$ cat config.mk
export PLATFORM = sky130hd
export DESIGN_NAME = ncr_command_reg
export DESIGN_NICKNAME = d
export VERILOG_FILES = /design/src/design/ncr_pkg.sv /design/src/design/ncr_run_ctrl.sv /design/src/design/ncr_rdma_ctrl.sv /design/src/design/ncr_command_reg.sv
export SDC_FILE = /design/constraint.sdc
export NUM_CORES = 1
export LEC_CHECK = 0
export ABC_CLOCK_PERIOD_IN_PS = 4100
export BUFFER_PORTS_ARGS = -buffer_cell sky130_fd_sc_hd__buf_2
export CAP_MARGIN = 20
export CORE_MARGIN = 2
export CORE_UTILIZATION = 25
export DETAILED_ROUTE_END_ITERATION = 16
export SYNTH_ARGS = -nofsm -noshare
export SYNTH_HDL_FRONTEND = slang
export SYNTH_SLANG_ARGS = --single-unit
$ cat constraint.sdc
create_clock -name clock -period 4.1 [get_ports clock]
set_input_delay 0.205 -clock clock [delete_from_list [all_inputs] [get_ports clock]]
set_output_delay 0.205 -clock clock [all_outputs]
set_load 0.005 [all_outputs]
$ cat src/design/ncr_pkg.sv
// constants, types and helpers for the controller command register
// assumes a single 125 MHz clock domain for the whole register bank
package ncr_pkg;

  // ==========================================================
  // register map and field positions
  localparam logic [3:0] NCR_CMD_OFFSET = 4'h0;
  localparam int NCR_STOP_POS   = 0;
  localparam int NCR_START_POS  = 1;
  localparam int NCR_TXP_POS    = 2;
  localparam int NCR_RD_LSB     = 3;
  localparam int NCR_RD_MSB     = 5;
  localparam int NCR_PS_LSB     = 6;
  localparam int NCR_PS_MSB     = 7;
  // stopped, start clear, remote dma idle (abort code)
  localparam logic [7:0] NCR_CMD_RESET  = 8'h21;
  localparam logic [7:0] NCR_READ_EMPTY = 8'h00;

  // ==========================================================
  // encodings
  typedef enum logic [2:0] {
    NCR_RD_NONE  = 3'h0,
    NCR_RD_READ  = 3'h1,
    NCR_RD_WRITE = 3'h2,
    NCR_RD_SEND  = 3'h3,
    NCR_RD_ABORT = 3'h4
  } ncr_rdma_t;

  typedef enum logic [1:0] {
    NCR_RUNNING  = 2'h0,
    NCR_DRAINING = 2'h1,
    NCR_STOPPED  = 2'h2
  } ncr_run_t;

  // ==========================================================
  // carriers
  typedef struct packed {
    logic       wr;
    logic       rd;
    logic [3:0] addr;
    logic [7:0] wdata;
  } ncr_req_t;

  typedef struct packed {
    logic txBusy;
    logic rxBusy;
    logic txDone;
    logic txAbort;
    logic rdmaDone;
    logic rbcWrite;
    logic errReset;
    logic isrRstClear;
  } ncr_core_t;

  // ==========================================================
  // helpers
  function automatic ncr_rdma_t ncrDecodeRdma(input logic [2:0] bits);
    if (bits[2]) begin
      return NCR_RD_ABORT;
    end
    return ncr_rdma_t'(bits);
  endfunction

  function automatic logic [3:0] ncrPageDecode(input logic [1:0] ps);
    return 4'h1 << ps;
  endfunction

endpackage

$ cat src/design/ncr_run_ctrl.sv
// stop / start sequencing of the controller core and reset-complete flag
// assumes busy comes from logic on the same clock
module ncr_run_ctrl import ncr_pkg::*; (
  // clock and reset
  input  wire logic     clock,
  input  wire logic     resetn,
  input  wire logic     ce,
  // commands
  input  wire logic     stopCmd,
  input  wire logic     startCmd,
  input  wire logic     busy,
  input  wire logic     errReset,
  input  wire logic     rstClear,
  // status
  output ncr_run_t      runState,
  output logic          resetDone
);

  typedef struct packed {
    ncr_run_t st;
    logic     rstFlag;
  } ncr_run_state_t;

  ncr_run_state_t state;
  ncr_run_state_t next_state;

  always_comb begin
    next_state = state;
    unique case (state.st)
      NCR_RUNNING: begin
        if (stopCmd) begin
          next_state.st = busy ? NCR_DRAINING : NCR_STOPPED;
        end else if (errReset) begin
          next_state.st = NCR_STOPPED;
        end
      end
      NCR_DRAINING: begin
        if (startCmd) begin
          next_state.st = NCR_RUNNING;
        end else if (!busy) begin
          next_state.st = NCR_STOPPED;
        end
      end
      NCR_STOPPED: begin
        if (startCmd) begin
          next_state.st = NCR_RUNNING;
        end
      end
      default: next_state.st = NCR_STOPPED;
    endcase
    // clear first so that a new reset event wins
    if (rstClear || next_state.st != NCR_STOPPED) begin
      next_state.rstFlag = 1'b0;
    end
    if (next_state.st == NCR_STOPPED && state.st != NCR_STOPPED) begin
      next_state.rstFlag = 1'b1;
    end
  end

  always_ff @(posedge clock or negedge resetn) begin
    if (!resetn) begin
      state.st      <= NCR_STOPPED;
      state.rstFlag <= 1'b1;
    end else if (ce) begin
      state <= next_state;
    end
  end

  assign runState  = state.st;
  assign resetDone = state.rstFlag;
endmodule

$ cat src/design/ncr_rdma_ctrl.sv
// remote dma command field: start, abort and early completion
// assumes rdmaDone and rbcWrite come from the dma engine on the same clock
module ncr_rdma_ctrl import ncr_pkg::*; (
  // clock and reset
  input  wire logic       clock,
  input  wire logic       resetn,
  input  wire logic       ce,
  // command write
  input  wire logic       cmdWrite,
  input  wire logic [2:0] cmdBits,
  input  wire logic       txpBit,
  // engine status
  input  wire logic       rdmaDone,
  input  wire logic       rbcWrite,
  // outputs
  output logic [2:0]      rdField,
  output logic            active,
  output logic            startPulse,
  output logic            abortPulse,
  output logic            donePulse
);

  typedef struct packed {
    logic [2:0] bits;
    logic       active;
    logic       reloaded;
    logic       startP;
    logic       abortP;
    logic       doneP;
  } ncr_rdma_state_t;

  ncr_rdma_state_t state;
  ncr_rdma_state_t next_state;
  ncr_rdma_t       dec;

  always_comb begin
    next_state        = state;
    next_state.startP = 1'b0;
    next_state.abortP = 1'b0;
    next_state.doneP  = 1'b0;
    dec               = ncrDecodeRdma(cmdBits);
    if (rbcWrite) begin
      next_state.reloaded = 1'b1;
    end
    if (rdmaDone && state.active) begin
      next_state.active = 1'b0;
      next_state.bits   = NCR_RD_ABORT;
      next_state.doneP  = 1'b1;
    end
    if (cmdWrite) begin
      unique case (dec)
        NCR_RD_ABORT: begin
          // address counter is left where it stopped
          next_state.bits = cmdBits;
          if (next_state.active) begin
            next_state.active = 1'b0;
            next_state.abortP = 1'b1;
          end
        end
        NCR_RD_NONE: ;
        default: begin
          if (next_state.active) begin
            // mismatching command ignored: engine cannot switch direction
            if (cmdBits == state.bits && txpBit && !state.reloaded) begin
              next_state.active = 1'b0;
              next_state.bits   = NCR_RD_ABORT;
              next_state.doneP  = 1'b1;
            end
          end else begin
            next_state.bits     = cmdBits;
            next_state.active   = 1'b1;
            next_state.reloaded = rbcWrite;
            next_state.startP   = 1'b1;
          end
        end
      endcase
    end
  end

  always_ff @(posedge clock or negedge resetn) begin
    if (!resetn) begin
      state <= '{bits: NCR_CMD_RESET[NCR_RD_MSB:NCR_RD_LSB], default: 1'b0};
    end else if (ce) begin
      state <= next_state;
    end
  end

  assign rdField    = state.bits;
  assign active     = state.active;
  assign startPulse = state.startP;
  assign abortPulse = state.abortP;
  assign donePulse  = state.doneP;
endmodule

$ cat src/design/ncr_command_reg.sv
// command register of the network controller core
// assumes host requests arrive already synchronous to clock
// What this block does
// - writing stop high takes the core offline; no new packets move.
// - traffic already under way finishes before a stop enters the reset state; an error reset enters it at once.
// - core leaves stop only when stop is cleared and start set.
// - reaching the reset state raises the reset-complete status flag.
// - after power-up stop reads high and start reads low.
// - stop written together with start while running leaves both stop and start set.
// - setting start reactivates the core after power-up, stop or error.
// - transmit bit starts a packet and self-clears on completion or abort.
// - writing zero to the transmit bit changes nothing.
// - reissued dma with transmit and no count reload completes at once.
// - page select, abort and stop writes are accepted at any time.
// - three bits command the remote dma; the top bit aborts it.
// - abort leaves the remote address advanced, not restored.
// - dma code 000 refused, 001 read, 010 write, 011 send, 1xx abort.
// - top two bits pick register page 0, 1, 2 or 3.
module ncr_command_reg import ncr_pkg::*; (
  // clock and reset
  input  wire logic       clock,
  input  wire logic       resetn,
  input  wire logic       ce,
  // host register access
  input  ncr_req_t        hostReq,
  output logic [7:0]      regRdata,
  // core status
  input  ncr_core_t       core,
  // core control
  output logic            coreOnline,
  output logic            txStart,
  output logic            txPending,
  // remote dma control
  output ncr_rdma_t       rdmaCmd,
  output logic            rdmaActive,
  output logic            rdmaStart,
  output logic            rdmaAbort,
  output logic            rdmaComplete,
  // status
  output logic            resetDone,
  // page selection
  output logic [1:0]      pageSel,
  output logic [3:0]      pageOneHot
);

  // ==========================================================
  // state
  typedef struct packed {
    logic [1:0] ps;
    logic       transmit_packet_bit;
    logic       start_run_bit;
    logic       stop_reset_bit;
    logic [7:0] rdata;
    logic       txStart;
  } ncr_main_state_t;

  ncr_main_state_t state;
  ncr_main_state_t next_state;

  logic       wrCmd;
  logic       rdCmd;
  logic       wrStop;
  logic       wrStart;
  logic       wrTxp;
  logic       txEnd;
  logic [2:0] rdField;
  logic       busy;
  logic [7:0] cmdValue;
  ncr_run_t   runState;

  // ==========================================================
  // decode
  assign wrCmd   = hostReq.wr && hostReq.addr == NCR_CMD_OFFSET;
  assign rdCmd   = hostReq.rd && hostReq.addr == NCR_CMD_OFFSET;
  assign wrStop  = wrCmd && hostReq.wdata[NCR_STOP_POS];
  assign wrStart = wrCmd && !hostReq.wdata[NCR_STOP_POS] && hostReq.wdata[NCR_START_POS];
  assign wrTxp   = wrCmd && hostReq.wdata[NCR_TXP_POS];
  assign txEnd   = core.txDone || core.txAbort;
  assign busy    = core.txBusy || core.rxBusy;

  always_comb begin
    cmdValue = NCR_READ_EMPTY;
    cmdValue[NCR_PS_MSB:NCR_PS_LSB] = state.ps;
    cmdValue[NCR_RD_MSB:NCR_RD_LSB] = rdField;
    cmdValue[NCR_TXP_POS]           = state.transmit_packet_bit;
    cmdValue[NCR_START_POS]         = state.start_run_bit;
    cmdValue[NCR_STOP_POS]          = state.stop_reset_bit;
  end

  // ==========================================================
  // next state
  always_comb begin
    next_state         = state;
    next_state.txStart = 1'b0;
    if (wrCmd) begin
      next_state.ps  = hostReq.wdata[NCR_PS_MSB:NCR_PS_LSB];
      // stored as written, so stop over start reads back both set
      next_state.stop_reset_bit = hostReq.wdata[NCR_STOP_POS];
      next_state.start_run_bit = hostReq.wdata[NCR_START_POS];
    end
    // clear before set, but a new command in the ending cycle is dropped while the bit still reads set
    if (txEnd) begin
      next_state.transmit_packet_bit = 1'b0;
    end
    // a zero in the transmit bit leaves it untouched
    if (wrTxp && coreOnline && !wrStop && !state.transmit_packet_bit) begin
      next_state.transmit_packet_bit     = 1'b1;
      next_state.txStart = 1'b1;
    end
    if (rdCmd) begin
      next_state.rdata = cmdValue;
    end else if (hostReq.rd) begin
      next_state.rdata = NCR_READ_EMPTY;
    end
  end

  always_ff @(posedge clock or negedge resetn) begin
    if (!resetn) begin
      state.ps      <= NCR_CMD_RESET[NCR_PS_MSB:NCR_PS_LSB];
      state.transmit_packet_bit     <= NCR_CMD_RESET[NCR_TXP_POS];
      state.start_run_bit     <= NCR_CMD_RESET[NCR_START_POS];
      state.stop_reset_bit     <= NCR_CMD_RESET[NCR_STOP_POS];
      state.rdata   <= NCR_READ_EMPTY;
      state.txStart <= 1'b0;
    end else if (ce) begin
      state <= next_state;
    end
  end

  // ==========================================================
  // stop and start sequencing
  ncr_run_ctrl u_run (
    .clock     (clock),
    .resetn    (resetn),
    .ce        (ce),
    .stopCmd   (wrStop),
    .startCmd  (wrStart),
    .busy      (busy),
    .errReset  (core.errReset),
    .rstClear  (core.isrRstClear),
    .runState  (runState),
    .resetDone (resetDone)
  );

  // ==========================================================
  // remote dma command channel
  ncr_rdma_ctrl u_rdma (
    .clock      (clock),
    .resetn     (resetn),
    .ce         (ce),
    .cmdWrite   (wrCmd),
    .cmdBits    (hostReq.wdata[NCR_RD_MSB:NCR_RD_LSB]),
    .txpBit     (hostReq.wdata[NCR_TXP_POS]),
    .rdmaDone   (core.rdmaDone),
    .rbcWrite   (core.rbcWrite),
    .rdField    (rdField),
    .active     (rdmaActive),
    .startPulse (rdmaStart),
    .abortPulse (rdmaAbort),
    .donePulse  (rdmaComplete)
  );

  // ==========================================================
  // outputs
  // draining still lets current frames finish but no new ones begin
  assign coreOnline = runState == NCR_RUNNING;
  assign txStart    = state.txStart;
  assign txPending  = state.transmit_packet_bit;
  assign rdmaCmd    = ncrDecodeRdma(rdField);
  assign regRdata   = state.rdata;
  assign pageSel    = state.ps;
  assign pageOneHot = ncrPageDecode(state.ps);
endmodule

==> summary.txt <==
Status
  • Status: completed

Die
  • Chip height: 74.5 µm
  • Row Count: 25
  • Initial Util: 0.261
  • I/O Pins: 50
  • Die area: 0.00554 mm²
  • Core Area: 0.00475 mm²
  • Die extent in x: 74.5 µm

Placement
  • Dpl hpwl: ~2400 µm
  • Port Buffers: 49
  • Placer Congestion: between 0.7 and 0.8

Routing
  • Residual DRC: 0
  • DR iter-0 viols: 70
  • WL/cell: 13.6 µm
  • DR vias: 1087
  • Detailed Routing Iterations Pass 1: 4
  • Post-Route WL: 3110 µm
  • Detail Route Antenna Nets: 0
  • Vias per cell: 4.77

Synthesis
  • Async SR Flop Fraction: 1.00
  • Syn Area/Cell: 11.0 µm²
  • Main flop type after synthesis: dfrtp_1
  • Ys Warns: 0
  • Mapped Area: 0.00124 mm²
  • Number of synthesized register bits: 25
  • Number of synthesized flops with an enable pin: 0
  • Register area share after synthesis: 0.508
  • Mapped Cells: 113
  • Yosys cell types: 37
  • Syn_nets: about 140

Timing
  • Skew final: 0.00548 ns
  • Crit path time final: 1.58 ns
  • FMAX: between 0.6 and 0.7 GHz
  • Final setup fails: 0
  • RSZ-0062 raised after global routing: false
  • Hold Violations, Final: 0
  • Period Utilization, post-route: 0.386
  • Worst-Margin Slew: 0.571 ns
  • Slew Viols, Final: 0
  • Sum of negative setup slack: 0 ns
  • Rel. slew slack: 0.619

Pwr
  • Psw: 159 µW
  • Static leakage: approximately 0.0008 µW
  • Power Total: 558 µW
  • VDD IR-drop max: 133 µV
  • Clock Power Share: 0.270
  • Internal power: 399 µW
  • Sw Ratio: 0.286
  • Sequential Power Share: 0.540
  • Combinational Power Share: 0.191
  • Pwr dens: 350 mW/mm²

Finish
  • Most common cell after layout, fill and taps aside: buf_2
  • Commonest non-fill, non-tap cells in the layout: buf_2 (49), dfrtp_1 (21), a22o_1 (11)
  • Fillcell total: 523
  • ANT cells: 0
  • Finished Core Util: 0.336
  • Final #Nets: 187
  • Ratio of cells with drive above 1 in the final layout: 0.416
  • Layout area overhead: 28.5%

Global routing
  • Grt peak-use layer: met2
  • Met2 GRT Util: 0.182
  • Largest net degree at the start of global routing: 26
  • Vias in the first global route: 1036
  • Antenna violations before repair: 0
  • Met3 usage: 0.0325
  • Total gr overflow: 0
  • M1 GR Usage: 0.153
  • First-pass GRT wire length: 4970 µm
  • GR Util All Layers: 0.118

CTS
  • Clk buf depth: 2
  • Root Buffer: clkbuf_8
  • Post-CTS sizing: 0
  • Worst-path clk slew: ~0.09 ns
  • Latest clock arrival within the worst-skew pair: around 0.27 ns
  • Setup Buffers After CTS: 0
  • TritonCTS Buffers: 3
  • CTS tree: built
  • H-tree Lvls: 1
  • Clock net sink count: 25

Worst hold path
  • Hold path depth: 2
  • Hold crit path type: in2reg

Setup path
  • CP Data Arrival Time: roughly 1.8 ns
  • CP Capture Type: flip-flop
  • CP cell instances: buf_2 -> nor4_4 -> nand3_4 -> or4_4 -> a22o_1
  • R2r worst-path depth: 4
  • Critical Path Slowest Stage Cell: or4_4
  • Crit Path Max Fanout: 8
  • CP Data Required Time: 4.27 ns
  • CP peak stage delay: 0.55 ns
  • Crit Path Class: in2reg
  • Startpoint Class: input port

Job
  • Max cap viols: 0
[power groups by stage]
| stage | Clock [µW] | Combinational, µW | Sequential [µW] |
|---|---|---|---|
| final | 151 | 106 | 301 |
| after CTS | 159 | 108 | 302 |
| after floorplan | 0 | 64.0 | 299 |
| after detailed placement | 0 | 107 | 307 |
| after global placement | 0 | 105 | 306 |
| after global routing | 170 | 120 | 307 |
[cell type report]
class                      count  area (µm²)  area share
tap                           67        83.8      0.0525
sequential                    25         631       0.395
clock inverter                 1        7.51     0.00471
multi-input combinational     77         558       0.350
inverter                       5        18.8      0.0118
clock buffer                   3        41.3      0.0259
timing repair buffer          50         255       0.160
[cells in the mapped netlist (all sizes together), types with 4 or more instances]
cell type,number,share of area
nand3,5,0.030
inv,5,0.015
nand2,6,0.018
nor2b,7,0.035
dfstp,4,0.085
buf,4,0.021
mux2,4,0.036
o21ai,5,0.020
a22o,11,0.078
dfrtp,21,0.42
[final timing paths]
path                       slack (ns)                 to         startpoint
min in group asynchronous        0.45        regRdata[3]             resetn
min reg2reg                      0.50  u_rdma.abortPulse  u_rdma.abortPulse
max in group asynchronous        3.27   u_rdma.donePulse             resetn
min                              0.17    u_rdma.state[3]            core[2]
max                              2.52    u_rdma.state[3]         hostReq[9]
max reg2reg                      2.63  u_rdma.rdField[1]  u_rdma.rdField[0]
[cells by family after synthesis]
family	Yosys count	synth area share
multiplexers	4	0.0363
AO/OA/AOI/OAI	35	0.209
buffers and inverters	11	0.0423
XOR/XNOR	3	0.0212
flip-flops	25	0.508
AND/OR/NAND/NOR	35	0.183
[stage by stage]
stage,hold WS [ns],setup slack [ns],cells,instance area [µm²]
after floorplan,-0.0906,2.50,113,1240
after detailed placement,0.237,2.21,223,1540
final,0.166,2.52,228,1600
after global routing,0.157,2.45,228,1600
after global placement,0.230,2.27,223,1540
after CTS,0.163,2.51,228,1600
[critical path, delay by kind of cell]
kind            cells  cell delay [ns]
compound gates      1             0.19
simple gates        3             1.24
buf+inv             1             0.11
[repair_timing]
action	in CTS	in global routing
hold buffers	1	0
setup endpoints to repair	0	0
hold endpoints to repair	21	0
[registers in the layout (all words and copies together), names as in the netlist]
register and cells:
regRdata 8, u_rdma.rdField 3, u_rdma.state 1, u_rdma.active 1, u_rdma.abortPulse 1, u_rdma.donePulse 1
u_run.resetDone 1, cmdValue 2, u_rdma.startPulse 1, pageSel 2, txStart 1, txPending 1
u_run.runState 2
[metal layers]
| layer | wire length, µm | up-vias | share of wire |
|---|---|---|---|
| met3 | 228 | 6 | 0.073 |
| met1 | 1490 | 517 | 0.48 |
| met4 | 87 | 0 | 0.028 |
| met2 | 1300 | 41 | 0.42 |
| li1 | - | 523 | - |
| met5 | 0 | - | 0 |
No activity file was read; power rests on OpenSTA's default activity.
